--- config.mk ---
export PLATFORM = sky130hd
export DESIGN_NAME = tx_descriptor_dma
export DESIGN_NICKNAME = d
export VERILOG_FILES = /design/src/tx_dma_pkg.sv /design/src/tx_descriptor_dma.sv
export SDC_FILE = /design/constraint.sdc
export NUM_CORES = 1
export LEC_CHECK = 0
export ABC_AREA = 0
export BUFFER_PORTS_ARGS = -buffer_cell sky130_fd_sc_hd__clkbuf_2
export CORE_MARGIN = 3
export CORE_UTILIZATION = 55
export DETAILED_ROUTE_END_ITERATION = 6
export PLACE_DENSITY = 0.76
export REMOVE_ABC_BUFFERS = 1
export SLEW_MARGIN = 20
export SYNTH_ARGS = -nofsm -noshare
export SYNTH_HDL_FRONTEND = slang
export SYNTH_SLANG_ARGS = --single-unit
--- constraint.sdc ---
create_clock -name i_clk -period 9.7 [get_ports i_clk]
set_clock_uncertainty 0.15 [all_clocks]
set_input_delay 0.485 -clock i_clk [delete_from_list [all_inputs] [get_ports i_clk]]
set_output_delay 0.485 -clock i_clk [all_outputs]
set_load 0.05 [all_outputs]
--- src/tx_dma_pkg.sv ---
// Constants and types shared by the transmit descriptor DMA
package tx_dma_pkg;
    // ----------------------------------------------------------------
    // Register indices (byte address is index times four)
    // ----------------------------------------------------------------
    localparam logic [5:0] REG_COMMAND = 6'h00;
    localparam logic [5:0] REG_TX_CONTROL = 6'h01;
    localparam logic [5:0] REG_INT_STATUS = 6'h02;
    localparam logic [5:0] REG_DATA_CONFIG = 6'h03;
    localparam logic [5:0] REG_UPPER_TDA = 6'h04;
    localparam logic [5:0] REG_CURRENT_TDA = 6'h05;
    localparam logic [5:0] REG_PACKET_SIZE = 6'h06;
    localparam logic [5:0] REG_FRAG_COUNT = 6'h07;
    localparam logic [5:0] REG_FRAG_PTR_LO = 6'h08;
    localparam logic [5:0] REG_FRAG_PTR_HI = 6'h09;
    localparam logic [5:0] REG_FRAG_SIZE = 6'h0A;
    localparam logic [5:0] REG_SAVED_TDA = 6'h0B;
    localparam logic [5:0] REG_COLLISIONS = 6'h0C;
    // ----------------------------------------------------------------
    // Field positions
    // ----------------------------------------------------------------
    localparam int CMD_GO_BIT = 0;
    localparam int CMD_HALT_BIT = 1;
    localparam int ISR_DONE_BIT = 0;
    localparam int ISR_ABORT_BIT = 1;
    localparam int TCR_CFG_MSB = 15;
    localparam int TCR_CFG_LSB = 12;
    localparam int TCR_DEFER_DIS_BIT = 12;
    localparam int STAT_PMB_BIT = 3;
    localparam logic [15:0] FIELD_STATUS = 16'h0000;
    localparam logic [15:0] FIELD_CONFIG = 16'h0001;
    localparam logic [2:0] DESC_BURST_LAST = 3'h5;
    localparam logic [2:0] FRAG_BURST_FIRST = 3'h3;
    localparam logic [4:0] MAX_RETRIES = 5'h0F;
    localparam logic [2:0] AHB_SIZE_WORD = 3'h2;
    // ----------------------------------------------------------------
    // Types
    // ----------------------------------------------------------------
    typedef enum logic [6:0] {
        ST_IDLE = 7'h01,
        ST_DESC = 7'h02,
        ST_FRAG = 7'h04,
        ST_DRD = 7'h08,
        ST_DOUT = 7'h10,
        ST_STAT = 7'h20,
        ST_LINK = 7'h40
    } state_type;
    typedef struct packed {
        logic req;
        logic we;
        logic [31:0] addr;
        logic [31:0] wdata;
    } mem_req_type;
    typedef struct packed {
        logic valid;
        logic last;
        logic [7:0] data;
    } tx_byte_type;
    typedef struct packed {
        logic collision;
        logic underrun;
        logic count_mismatch;
        logic excess_coll;
        logic excess_defer;
        logic sa_match;
        logic [10:0] status;
    } mac_event_type;
    typedef struct packed {
        state_type state;
        logic go;
        logic halt;
        logic resume;
        logic [1:0] interrupt_status_reg;
        logic w32;
        logic coll_pend;
        logic abort_pend;
        logic [15:0] upper;
        logic [15:0] cur;
        logic [15:0] saved;
        logic [15:0] tx_control_reg;
        logic [15:0] psize;
        logic [15:0] fcount;
        logic [15:0] fsize;
        logic [15:0] fidx;
        logic [15:0] fnum;
        logic [15:0] remaining;
        logic [31:0] fptr;
        logic [31:0] cursor;
        logic [31:0] word;
        logic [31:0] hrdata;
        logic [4:0] ncoll;
        logic [2:0] bcnt;
        logic [1:0] bidx;
        mem_req_type mem;
        tx_byte_type tx;
        logic wr_pend;
        logic [5:0] wr_idx;
    } dma_state_type;
    localparam dma_state_type DMA_RESET = '{state: ST_IDLE, default: '0};
endpackage

--- src/tx_descriptor_dma.sv ---
// Transmit descriptor DMA with AHB-Lite register slave
`timescale 1ns/1ns
`default_nettype none

// Overview of operation
// Odd start reads aligned word, drops lead bytes.
// Fragments hold one byte or more, any alignment.
// Software sets descriptors and address before go.
// Upper address register gives high address bits.
// Chained descriptors; only the last ends the list.
// Filter miss sets monitored bad in status.
// Go loads control, sizes, count and pointer.
// Link loads current address after success, not on halt.
// Later fragments fetch pointer and length.
// End writes status, reads link; list end stops.
// Collision restores saved pointer; fifteen retries.
// Bursts of six, three per fragment, then two.
// Underrun, mismatch, collisions, deferral abort.
// Halt acts after the status write.
// Append with end of list set, then go again.
// Go while active ignored; later go resumes.
// Sixty-four register slots, six select bits.
// Software avoids test and internal registers.
// Fields are sixteen bits, low half of word.
// Config bits fifteen to twelve go to control.
// Link bits fifteen to one address, bit zero end.
// Status holds control status and collision count.
module tx_descriptor_dma (
    input wire logic i_clk,
    input wire logic i_rst_b,
    input wire logic i_hsel,
    input wire logic [31:0] i_haddr,
    input wire logic [1:0] i_htrans,
    input wire logic i_hwrite,
    input wire logic [2:0] i_hsize,
    input wire logic [31:0] i_hwdata,
    input wire logic i_hready,
    output logic o_hreadyout,
    output logic o_hresp,
    output logic [31:0] o_hrdata,
    output var tx_dma_pkg::mem_req_type o_mem,
    input wire logic i_mem_ack,
    input wire logic [31:0] i_mem_rdata,
    output var tx_dma_pkg::tx_byte_type o_tx,
    input wire logic i_tx_ready,
    input wire tx_dma_pkg::mac_event_type i_mac
);
    import tx_dma_pkg::*;

    // ----------------------------------------------------------------
    // Helpers
    // ----------------------------------------------------------------
    function automatic logic [31:0] desc_addr(input logic [15:0] upper,
        input logic [15:0] cur, input logic w32, input logic [15:0] fnum);
        logic [31:0] base;
        base = {upper, cur[15:1], 1'b0};
        return base + (w32 ? {14'h0000, fnum, 2'b00} : {15'h0000, fnum, 1'b0});
    endfunction

    function automatic logic [7:0] pick_byte(input logic [31:0] w, input logic [1:0] i);
        logic [31:0] t;
        t = w >> {i, 3'b000};
        return t[7:0];
    endfunction

    dma_state_type s;
    dma_state_type next_s;
    logic [31:0] step;
    logic [31:0] aligned;
    logic [1:0] lead;
    logic [1:0] last_lane;
    logic last_frag;
    logic quiet;
    logic packet_state;
    logic ev_coll;
    logic ev_abort;
    logic addr_phase;
    logic [15:0] field;
    logic [15:0] status_word;

    assign step = s.w32 ? 32'h00000004 : 32'h00000002;
    assign aligned = s.w32 ? {s.cursor[31:2], 2'b00} : {s.cursor[31:1], 1'b0};
    assign lead = s.w32 ? s.cursor[1:0] : {1'b0, s.cursor[0]};
    assign last_lane = s.w32 ? 2'h3 : 2'h1;
    assign last_frag = (s.fidx + 16'h0001) >= s.fcount;
    assign quiet = ~s.mem.req | i_mem_ack;
    assign packet_state = (s.state == ST_DESC) | (s.state == ST_FRAG) |
        (s.state == ST_DRD) | (s.state == ST_DOUT);
    assign ev_coll = s.coll_pend | i_mac.collision;
    assign ev_abort = s.abort_pend | i_mac.underrun | i_mac.count_mismatch |
        i_mac.excess_coll | (i_mac.excess_defer & ~s.tx_control_reg[TCR_DEFER_DIS_BIT]) |
        (i_mac.collision & (s.ncoll == MAX_RETRIES));
    assign addr_phase = i_hsel & i_hready & i_htrans[1];
    assign field = i_mem_rdata[15:0];
    assign status_word = {s.ncoll, s.tx_control_reg[10:0]};

    assign o_hreadyout = 1'b1;
    assign o_hresp = 1'b0;
    assign o_hrdata = s.hrdata;
    assign o_mem = s.mem;
    assign o_tx = s.tx;

    // ----------------------------------------------------------------
    // Next state
    // ----------------------------------------------------------------
    always_comb begin
        next_s = s;
        // Register read, address phase
        next_s.wr_pend = addr_phase & i_hwrite & (i_hsize == AHB_SIZE_WORD);
        next_s.wr_idx = i_haddr[7:2];
        if (addr_phase & ~i_hwrite) begin
            next_s.hrdata = 32'h00000000;
            if (i_haddr[31:8] == 24'h000000) begin
                case (i_haddr[7:2])
                    REG_COMMAND: next_s.hrdata[1:0] = {s.halt, s.go};
                    REG_TX_CONTROL: next_s.hrdata[15:0] = s.tx_control_reg;
                    REG_INT_STATUS: next_s.hrdata[1:0] = s.interrupt_status_reg;
                    REG_DATA_CONFIG: next_s.hrdata[0] = s.w32;
                    REG_UPPER_TDA: next_s.hrdata[15:0] = s.upper;
                    REG_CURRENT_TDA: next_s.hrdata[15:0] = s.cur;
                    REG_PACKET_SIZE: next_s.hrdata[15:0] = s.psize;
                    REG_FRAG_COUNT: next_s.hrdata[15:0] = s.fcount;
                    REG_FRAG_PTR_LO: next_s.hrdata[15:0] = s.fptr[15:0];
                    REG_FRAG_PTR_HI: next_s.hrdata[15:0] = s.fptr[31:16];
                    REG_FRAG_SIZE: next_s.hrdata[15:0] = s.fsize;
                    REG_SAVED_TDA: next_s.hrdata[15:0] = s.saved;
                    REG_COLLISIONS: next_s.hrdata[4:0] = s.ncoll;
                    default: next_s.hrdata = 32'h00000000;
                endcase
            end
        end
        // Register write, data phase
        if (s.wr_pend) begin
            case (s.wr_idx)
                REG_COMMAND: begin
                    if (i_hwdata[CMD_GO_BIT] && s.state == ST_IDLE) begin
                        next_s.go = 1'b1;
                        next_s.ncoll = 5'h00;
                        next_s.fidx = 16'h0000;
                        next_s.saved = s.cur;
                        if (s.resume) begin
                            next_s.state = ST_LINK;
                        end else begin
                            next_s.state = ST_DESC;
                            next_s.fnum = FIELD_CONFIG;
                            next_s.bcnt = 3'h0;
                        end
                    end
                    if (i_hwdata[CMD_HALT_BIT] && s.state != ST_IDLE) begin
                        next_s.halt = 1'b1;
                    end
                end
                REG_INT_STATUS: next_s.interrupt_status_reg = s.interrupt_status_reg & ~i_hwdata[1:0];
                REG_DATA_CONFIG: begin
                    if (s.state == ST_IDLE) begin
                        next_s.w32 = i_hwdata[0];
                    end
                end
                REG_UPPER_TDA: begin
                    if (s.state == ST_IDLE) begin
                        next_s.upper = i_hwdata[15:0];
                    end
                end
                REG_CURRENT_TDA: begin
                    if (s.state == ST_IDLE) begin
                        next_s.cur = i_hwdata[15:0];
                        next_s.saved = i_hwdata[15:0];
                        next_s.resume = 1'b0;
                    end
                end
                default: next_s.wr_pend = next_s.wr_pend;
            endcase
        end
        // Memory request issue
        if (!s.mem.req && s.state != ST_IDLE && s.state != ST_DOUT) begin
            next_s.mem.req = 1'b1;
            next_s.mem.we = (s.state == ST_STAT);
            next_s.mem.wdata = {16'h0000, status_word};
            if (s.state == ST_DRD) begin
                next_s.mem.addr = aligned;
            end else if (s.state == ST_STAT) begin
                next_s.mem.addr = desc_addr(s.upper, s.cur, s.w32, FIELD_STATUS);
            end else begin
                next_s.mem.addr = desc_addr(s.upper, s.cur, s.w32, s.fnum);
            end
        end
        if (s.mem.req && i_mem_ack) begin
            next_s.mem.req = 1'b0;
            next_s.mem.we = 1'b0;
        end
        // Engine
        case (s.state)
            ST_IDLE: next_s.tx.valid = 1'b0;
            ST_DESC, ST_FRAG: begin
                if (s.mem.req && i_mem_ack) begin
                    case (s.bcnt)
                        3'h0: next_s.tx_control_reg[TCR_CFG_MSB:TCR_CFG_LSB] =
                            field[TCR_CFG_MSB:TCR_CFG_LSB];
                        3'h1: next_s.psize = field;
                        3'h2: next_s.fcount = field;
                        3'h3: next_s.fptr[15:0] = field;
                        3'h4: next_s.fptr[31:16] = field;
                        default: next_s.fsize = field;
                    endcase
                    next_s.fnum = s.fnum + 16'h0001;
                    next_s.bcnt = s.bcnt + 3'h1;
                    if (s.bcnt == DESC_BURST_LAST) begin
                        next_s.state = ST_DRD;
                        next_s.cursor = s.fptr;
                        next_s.remaining = field;
                    end
                end
            end
            ST_DRD: begin
                if (s.mem.req && i_mem_ack) begin
                    next_s.word = i_mem_rdata;
                    next_s.bidx = lead;
                    next_s.cursor = aligned + step;
                    next_s.state = ST_DOUT;
                    next_s.tx.valid = 1'b1;
                    next_s.tx.data = pick_byte(i_mem_rdata, lead);
                    next_s.tx.last = (s.remaining == 16'h0001) & last_frag;
                end
            end
            ST_DOUT: begin
                if (i_tx_ready) begin
                    next_s.remaining = s.remaining - 16'h0001;
                    if (s.remaining == 16'h0001) begin
                        next_s.tx.valid = 1'b0;
                        next_s.tx.last = 1'b0;
                        next_s.fidx = s.fidx + 16'h0001;
                        if (!last_frag) begin
                            next_s.state = ST_FRAG;
                            next_s.bcnt = FRAG_BURST_FIRST;
                        end else begin
                            next_s.state = ST_STAT;
                            next_s.tx_control_reg[10:0] = i_mac.status;
                            next_s.tx_control_reg[STAT_PMB_BIT] = ~i_mac.sa_match;
                        end
                    end else if (s.bidx == last_lane) begin
                        next_s.tx.valid = 1'b0;
                        next_s.state = ST_DRD;
                    end else begin
                        next_s.bidx = s.bidx + 2'h1;
                        next_s.tx.data = pick_byte(s.word, s.bidx + 2'h1);
                        next_s.tx.last = (s.remaining == 16'h0002) & last_frag;
                    end
                end
            end
            ST_STAT: begin
                if (s.mem.req && i_mem_ack) begin
                    if (s.halt) begin
                        next_s.state = ST_IDLE;
                        next_s.go = 1'b0;
                        next_s.halt = 1'b0;
                    end else begin
                        next_s.state = ST_LINK;
                    end
                end
            end
            ST_LINK: begin
                if (s.mem.req && i_mem_ack) begin
                    if (field[0]) begin
                        next_s.state = ST_IDLE;
                        next_s.interrupt_status_reg[ISR_DONE_BIT] = 1'b1;
                        next_s.go = 1'b0;
                        next_s.halt = 1'b0;
                        next_s.resume = 1'b1;
                    end else begin
                        next_s.cur = {field[15:1], 1'b0};
                        next_s.saved = {field[15:1], 1'b0};
                        next_s.resume = 1'b0;
                        next_s.ncoll = 5'h00;
                        next_s.fidx = 16'h0000;
                        next_s.fnum = FIELD_CONFIG;
                        next_s.bcnt = 3'h0;
                        next_s.state = ST_DESC;
                    end
                end
            end
            default: next_s.state = ST_IDLE;
        endcase
        // Collision and abort events, applied once no fetch is open
        if (packet_state) begin
            if (ev_abort && quiet) begin
                next_s.state = ST_IDLE;
                next_s.go = 1'b0;
                next_s.halt = 1'b0;
                next_s.resume = 1'b0;
                next_s.interrupt_status_reg[ISR_ABORT_BIT] = 1'b1;
                next_s.tx.valid = 1'b0;
                next_s.tx.last = 1'b0;
                next_s.mem.req = 1'b0;
                next_s.abort_pend = 1'b0;
                next_s.coll_pend = 1'b0;
            end else if (ev_coll && quiet) begin
                next_s.ncoll = s.ncoll + 5'h01;
                next_s.cur = s.saved;
                next_s.state = ST_DESC;
                next_s.fnum = FIELD_CONFIG;
                next_s.bcnt = 3'h0;
                next_s.fidx = 16'h0000;
                next_s.tx.valid = 1'b0;
                next_s.tx.last = 1'b0;
                next_s.mem.req = 1'b0;
                next_s.coll_pend = 1'b0;
            end else begin
                next_s.abort_pend = ev_abort;
                next_s.coll_pend = ev_coll;
            end
        end else begin
            next_s.abort_pend = 1'b0;
            next_s.coll_pend = 1'b0;
        end
    end

    // ----------------------------------------------------------------
    // State register
    // ----------------------------------------------------------------
    always_ff @(posedge i_clk or negedge i_rst_b) begin
        if (!i_rst_b) begin
            s <= DMA_RESET;
        end else begin
            s <= next_s;
        end
    end
endmodule // tx_descriptor_dma

`default_nettype wire

# Yosys cells after proc, flatten, opt, wreduce, memory -nomap -nowiden
# Cells that the tools add are included.
op_classes:
  n_addsub: 8
  reduce_logical: 31
  n_mux: 118
  shift: 2
  n_bitwise: 26
  n_eq_ne: 42
  magnitude_cmp: 1
ops:
  columns: ["op", "count"]
  rows:
  - ["32-bit two-way mux", 16]
  - ["16-bit two-way mux", 13]
  - ["16-bit one-hot mux with 2 select lines", 4]
  - ["11-bit one-hot mux with 9 select lines", 1]
  - ["96-bit two-way mux", 1]
  - ["8-bit two-way mux", 10]
  - ["7-bit two-way mux", 10]
  - ["66-bit two-way mux", 1]
  - ["64-bit two-way mux", 1]
  - ["32-bit one-hot mux with 2 select lines", 1]
  - ["32-bit by 5-bit right shift with 8-bit output", 2]
  - ["7-bit one-hot mux with 6 select lines", 1]
  - ["6-bit by 3-bit == test with 1-bit output (second input constant)", 6]
  - ["2-bit two-way mux", 17]
  - ["16-bit by 1-bit adder with 16-bit output (second input constant)", 2]
  - ["32-bit by 18-bit adder with 32-bit output", 1]
  - ["32-bit by 3-bit adder with 32-bit output", 1]
  - ["6-bit by 4-bit == test with 1-bit output (second input constant)", 5]
  - ["10-bit two-way mux", 3]
  - ["3-bit one-hot mux with 10 select lines", 1]
  - ["9-bit two-way mux", 3]
  - ["6-bit by 2-bit == test with 1-bit output (second input constant)", 4]
  - ["24-bit logical NOT", 1]
  - ["3-bit AND reduction", 8]
  - ["54 further kinds", 115]
word_totals:
  word_cells: 264
  output_inout_bits: 110
  ff_bits: 379

# Longest topological paths before layout
depth:
  depth_word: 12
  depth_mapped: 14
  depth_no_buf: 13

# Worst setup path after synthesis
# OpenSTA, ideal clock, no wires.
synth_path:
  kind: "register to register"
  startpoint: "register s[383] (netlist bit)"
  endpoint: "register s, in the netlist o_mem[54]"
  n_path_buf: 2
  stages_incl_launch_ff: 12
  arrival_time_ns: 3.142
  period_less_slack_ns: 3.375
  slack_ns: 6.325
  setup_ns: 0.083
  path_cell_list: "dfrtp_1 clkbuf_1 clkbuf_1 mux2_2 ha_1 o211ai_1 o21ai_0 o211ai_1 o311ai_0 nand4_1 xor2_1 o21ai_0"
synth_between:
  elab_chain_len: 4
synth_rtl:
  columns: ["item", "line_no", "text"]
  rows:
  - ["start, declared", "tx_descriptor_dma.sv:66", "dma_state_type s;"]
  - ["start signal, assigned", "tx_descriptor_dma.sv:324", "s <= next_s;"]
  - ["18-bit two-way mux", "tx_descriptor_dma.sv:57", "return base + (w32 ? {14'h0000, fnum, 2'b00} : {15'h0000, fnum, 1'b0});"]
  - ["32-bit by 18-bit adder with 32-bit output", "tx_descriptor_dma.sv:57", null]
  - ["32-bit two-way mux", "tx_descriptor_dma.sv:181", "end else if (s.state == ST_STAT) begin"]
  - ["32-bit two-way mux", "tx_descriptor_dma.sv:179", "if (s.state == ST_DRD) begin"]
# Every way passes these cells.
# A chain may end at the register's enable or synchronous reset.

# Worst setup path in the final report
layout_path:
  startpoint: "register s[253] (netlist bit)"
  endpoint: "register s[321] (netlist bit)"
layout_between:
  elab_chain_len: 3
layout_rtl:
  columns: ["item", "line_no", "text"]
  rows:
  - ["16-bit by 1-bit adder with 16-bit output", "tx_descriptor_dma.sv:85", "assign last_frag = (s.fidx + 16'h0001) >= s.fcount;"]
  - ["16-bit >= comparator", "tx_descriptor_dma.sv:85", null]
  - ["4-bit AND reduction (no source line)", null, null]
# Every way passes these cells.

==> results.yml <==
clock_network:
  cts_buffers: 41
  clockRootBuffer: "clkbuf_16"
  htree_levels: 2
  cts_sinks: 362
  clkTransAtPathRegs_ns: 0.06
  cts_buffer_depth: 3
  clkLatencyLatePin_ns: 0.58
  cts_tree: "done"
  post_cts_buffers: 0
  cts_hold_buf: 34
  ctsResizeCount: 0
critical_path:
  cp-start-kind: "register"
  critPathKind: "reg2reg"
  reg2regPathDepth: 12
  cp.required_ns: 10.00
  cp_cell_sequence: "ha_1 -> nand3_1 -> nor2_1 -> and2_1 -> xor2_1 -> ha_1 -> nand2_1 -> nor3_1 -> nand4_1 -> o21ai_0 -> nand2_2 -> mux2_4"
  crit_family: "simple AND/OR/NAND/NOR gates"
  worstSetupEndpointType: "register"
  path_depth: 12
  critPathBufInv: 0
  crit_top_cell: "ha_1"
  cp_max_fo: 11
  worst_path_max_delay_cell: "o21ai_0"
  arrival_ns: 4.80
  max_stage_delay_ns: 0.89
outcome:
  run_status: "completed"
synthesis:
  synth_cell_types: 80
  yosysTopAreaCell: "dfrtp_1"
  avgSynthCellArea_um2: 9.40
  synth_top_area_share: 0.427
  synth_top_flop_cell: "dfrtp_1"
  syn-cell-area_mm2: 0.0212
  synth_warnings: 0
  yosysSeqAreaShare: 0.428
  synth_area_leaders: "dfrtp_1, mux2_2, nand2_1, buf_4, a21oi_1"
  synthTopCellsByCount: "dfrtp_1, nand2_1, nor2_1, a21oi_1, o21ai_0"
  synth_edf_count: 0
  async_flop_share: 1.00
  synth.most_common_cell: "dfrtp_1"
  synth_seq_cells: 362
  syn_inst: 2251
detailed_routing:
  drt.antenna.violating_nets: 0
  drt-pass1-iter-count: 6
  via_count: 18800
  dr.first_iter.drc_count: 2404
  vias_per_cell: 6.55
  wl_um: 68800
  remaining_drc_errors: 0
  wire_per_inst_um: 24.0
placement:
  gp_congestion: 0.961
  portBuffers: 179
  dpl.hpwl_um: 47800
  dp.cells: 2758
  place_ws_ns: 5.30
layout:
  fillerInstances: 3173
  final_cells: 2868
  register_area_mm2: 0.00906
  final_nets: 2497
  multi_input_area_mm2: 0.0107
  area_growth_pct: 11.0
  drive_above_1_share: 0.191
hold_path:
  whs_path_depth: 2
  min_path_type: "in2reg"
die:
  chipHeight_um: 202
  fp.dieW_um: 202
  ios: 235
  core_area_mm2: 0.0378
  dieArea_mm2: 0.0409
  rows: 71
  initial_core_util: 0.559
sta:
  relSlewSlack: 0.237
  period_needed_ns: 4.50
  layout_setup_ws_ns: 5.20
  timing.final.crit_share: 0.464
  worst_slew_pin_slew_ns: 1.13
  setup_viol: 0
  hold_violations: 0
  max_freq_mhz: 222
  finalSetupTns_ns: 0
  rsz0062_at_grt: "no"
  final_max_slew_viol_count: 0
power_and_ir_drop:
  p_per_area_mw_per_mm2: 171
  leakagePower_nw: 11.3
  vdd_drop_max_mv: 0.109
grt:
  overflow: 0
  antenna_found_initial: 4
  grt_usage: 0.330
  grt_pass1_vias: 17700
  grt_pass1_wl_um: 105000
  grt_max_degree: 117
flow_run:
  max_cap_viol_count: 0
## worst paths after layout
check	slack, ns	from	to
max in group asynchronous	6.98	i_rst_b	s[235]
min	0.02	i_mac[8]	s[325]
min reg2reg	0.32	s[145]	s[145]
max	5.20	s[253]	s[321]
max reg2reg	5.20	s[253]	s[321]
min in group asynchronous	0.42	i_rst_b	o_tx[1]
## metal layers
metal  wire [um]  track usage  vias to the layer above
met1       27500        0.458                     9212
met5          13            0                        -
met3        7110       0.0709                      207
met4        3120        0.131                        2
li1            -            -                     8236
met2       31100        0.510                     1137
## cell families (layout without fill, tap and decap cells)
logic type	count (synthesis)	after routing	synth area share
and+or+nand+nor	716	716	0.162
AOI/OAI and AO/OA	590	590	0.178
DFF	362	362	0.428
buffers and inverters	294	365	0.0740
muxes	193	193	0.110
adders and majority gates	48	48	0.0291
xor gates and xnor gates	46	46	0.0190
other	2	37	0.000355
## area by class of cell
| class | count | area share |
|---|---|---|
| antenna | 2 | 0.000213 |
| clock buffer | 57 | 0.0497 |
| multi-input combinational | 1628 | 0.457 |
| clock inverter | 17 | 0.0104 |
| timing repair buffer | 243 | 0.0626 |
| inverter | 48 | 0.00766 |
| tap | 511 | 0.0272 |
| sequential | 362 | 0.385 |
## registers in the layout (all words and copies together), names as in the netlist
register / flops
o_hrdata: 16
o_mem: 49
o_tx: 10
s: 287
## worst reg2reg max path, delay by kind of cell (launching register included)
family | cells | cell delay, ns
AOI/OAI and AO/OA | 1 | 0.89
xor gates and xnor gates | 1 | 0.13
adders and majority gates | 2 | 0.59
DFF | 1 | 0.45
muxes | 1 | 0.47
and+or+nand+nor | 7 | 1.70
## per-stage QoR
stage	area, um^2	hold slack, ns	total power, mW	utilization
after CTS	23500	0.00208	4.02	0.621
final	23500	0.0162	4.02	0.621
after global placement	21700	0.305	2.37	0.574
after floorplan	19900	0.0394	2.11	-
after detailed placement	21700	0.308	2.38	0.574
after global routing	23500	0.0105	4.14	0.621
## power breakdown
group / internal [mW] / switching, mW / total [mW]
clock network: 0.980 / 0.659 / 1.64
logic: 0.191 / 0.560 / 0.751
registers: 1.57 / 0.0549 / 1.63
## layout by cell type, fill, tap and decap left out, drive strengths merged, types with 7 or more instances in the layout
cell         instances
a221o                8
nor2               165
and4                 8
a22o                11
mux2               128
mux4                16
nor2b               14
a22oi               51
and2                12
a311oi               7
nor4                18
clkbuf             235
mux2i               49
dfrtp              361
nand2              273
a221oi              38
conb                35
a21oi              148
xnor2               23
o211ai              17
xor2                23
clkinv              11
inv                 49
nand3b              10
and3                48
nand4               30
o22ai               40
nand2b              11
a31oi               30
nor3                45
buf                 31
a211oi              11
ha                  46
dlygate4sd3         34
nand3               46
or3                 14
o21ai              150
a21o                21
No activity file was read; power rests on OpenSTA's default activity.
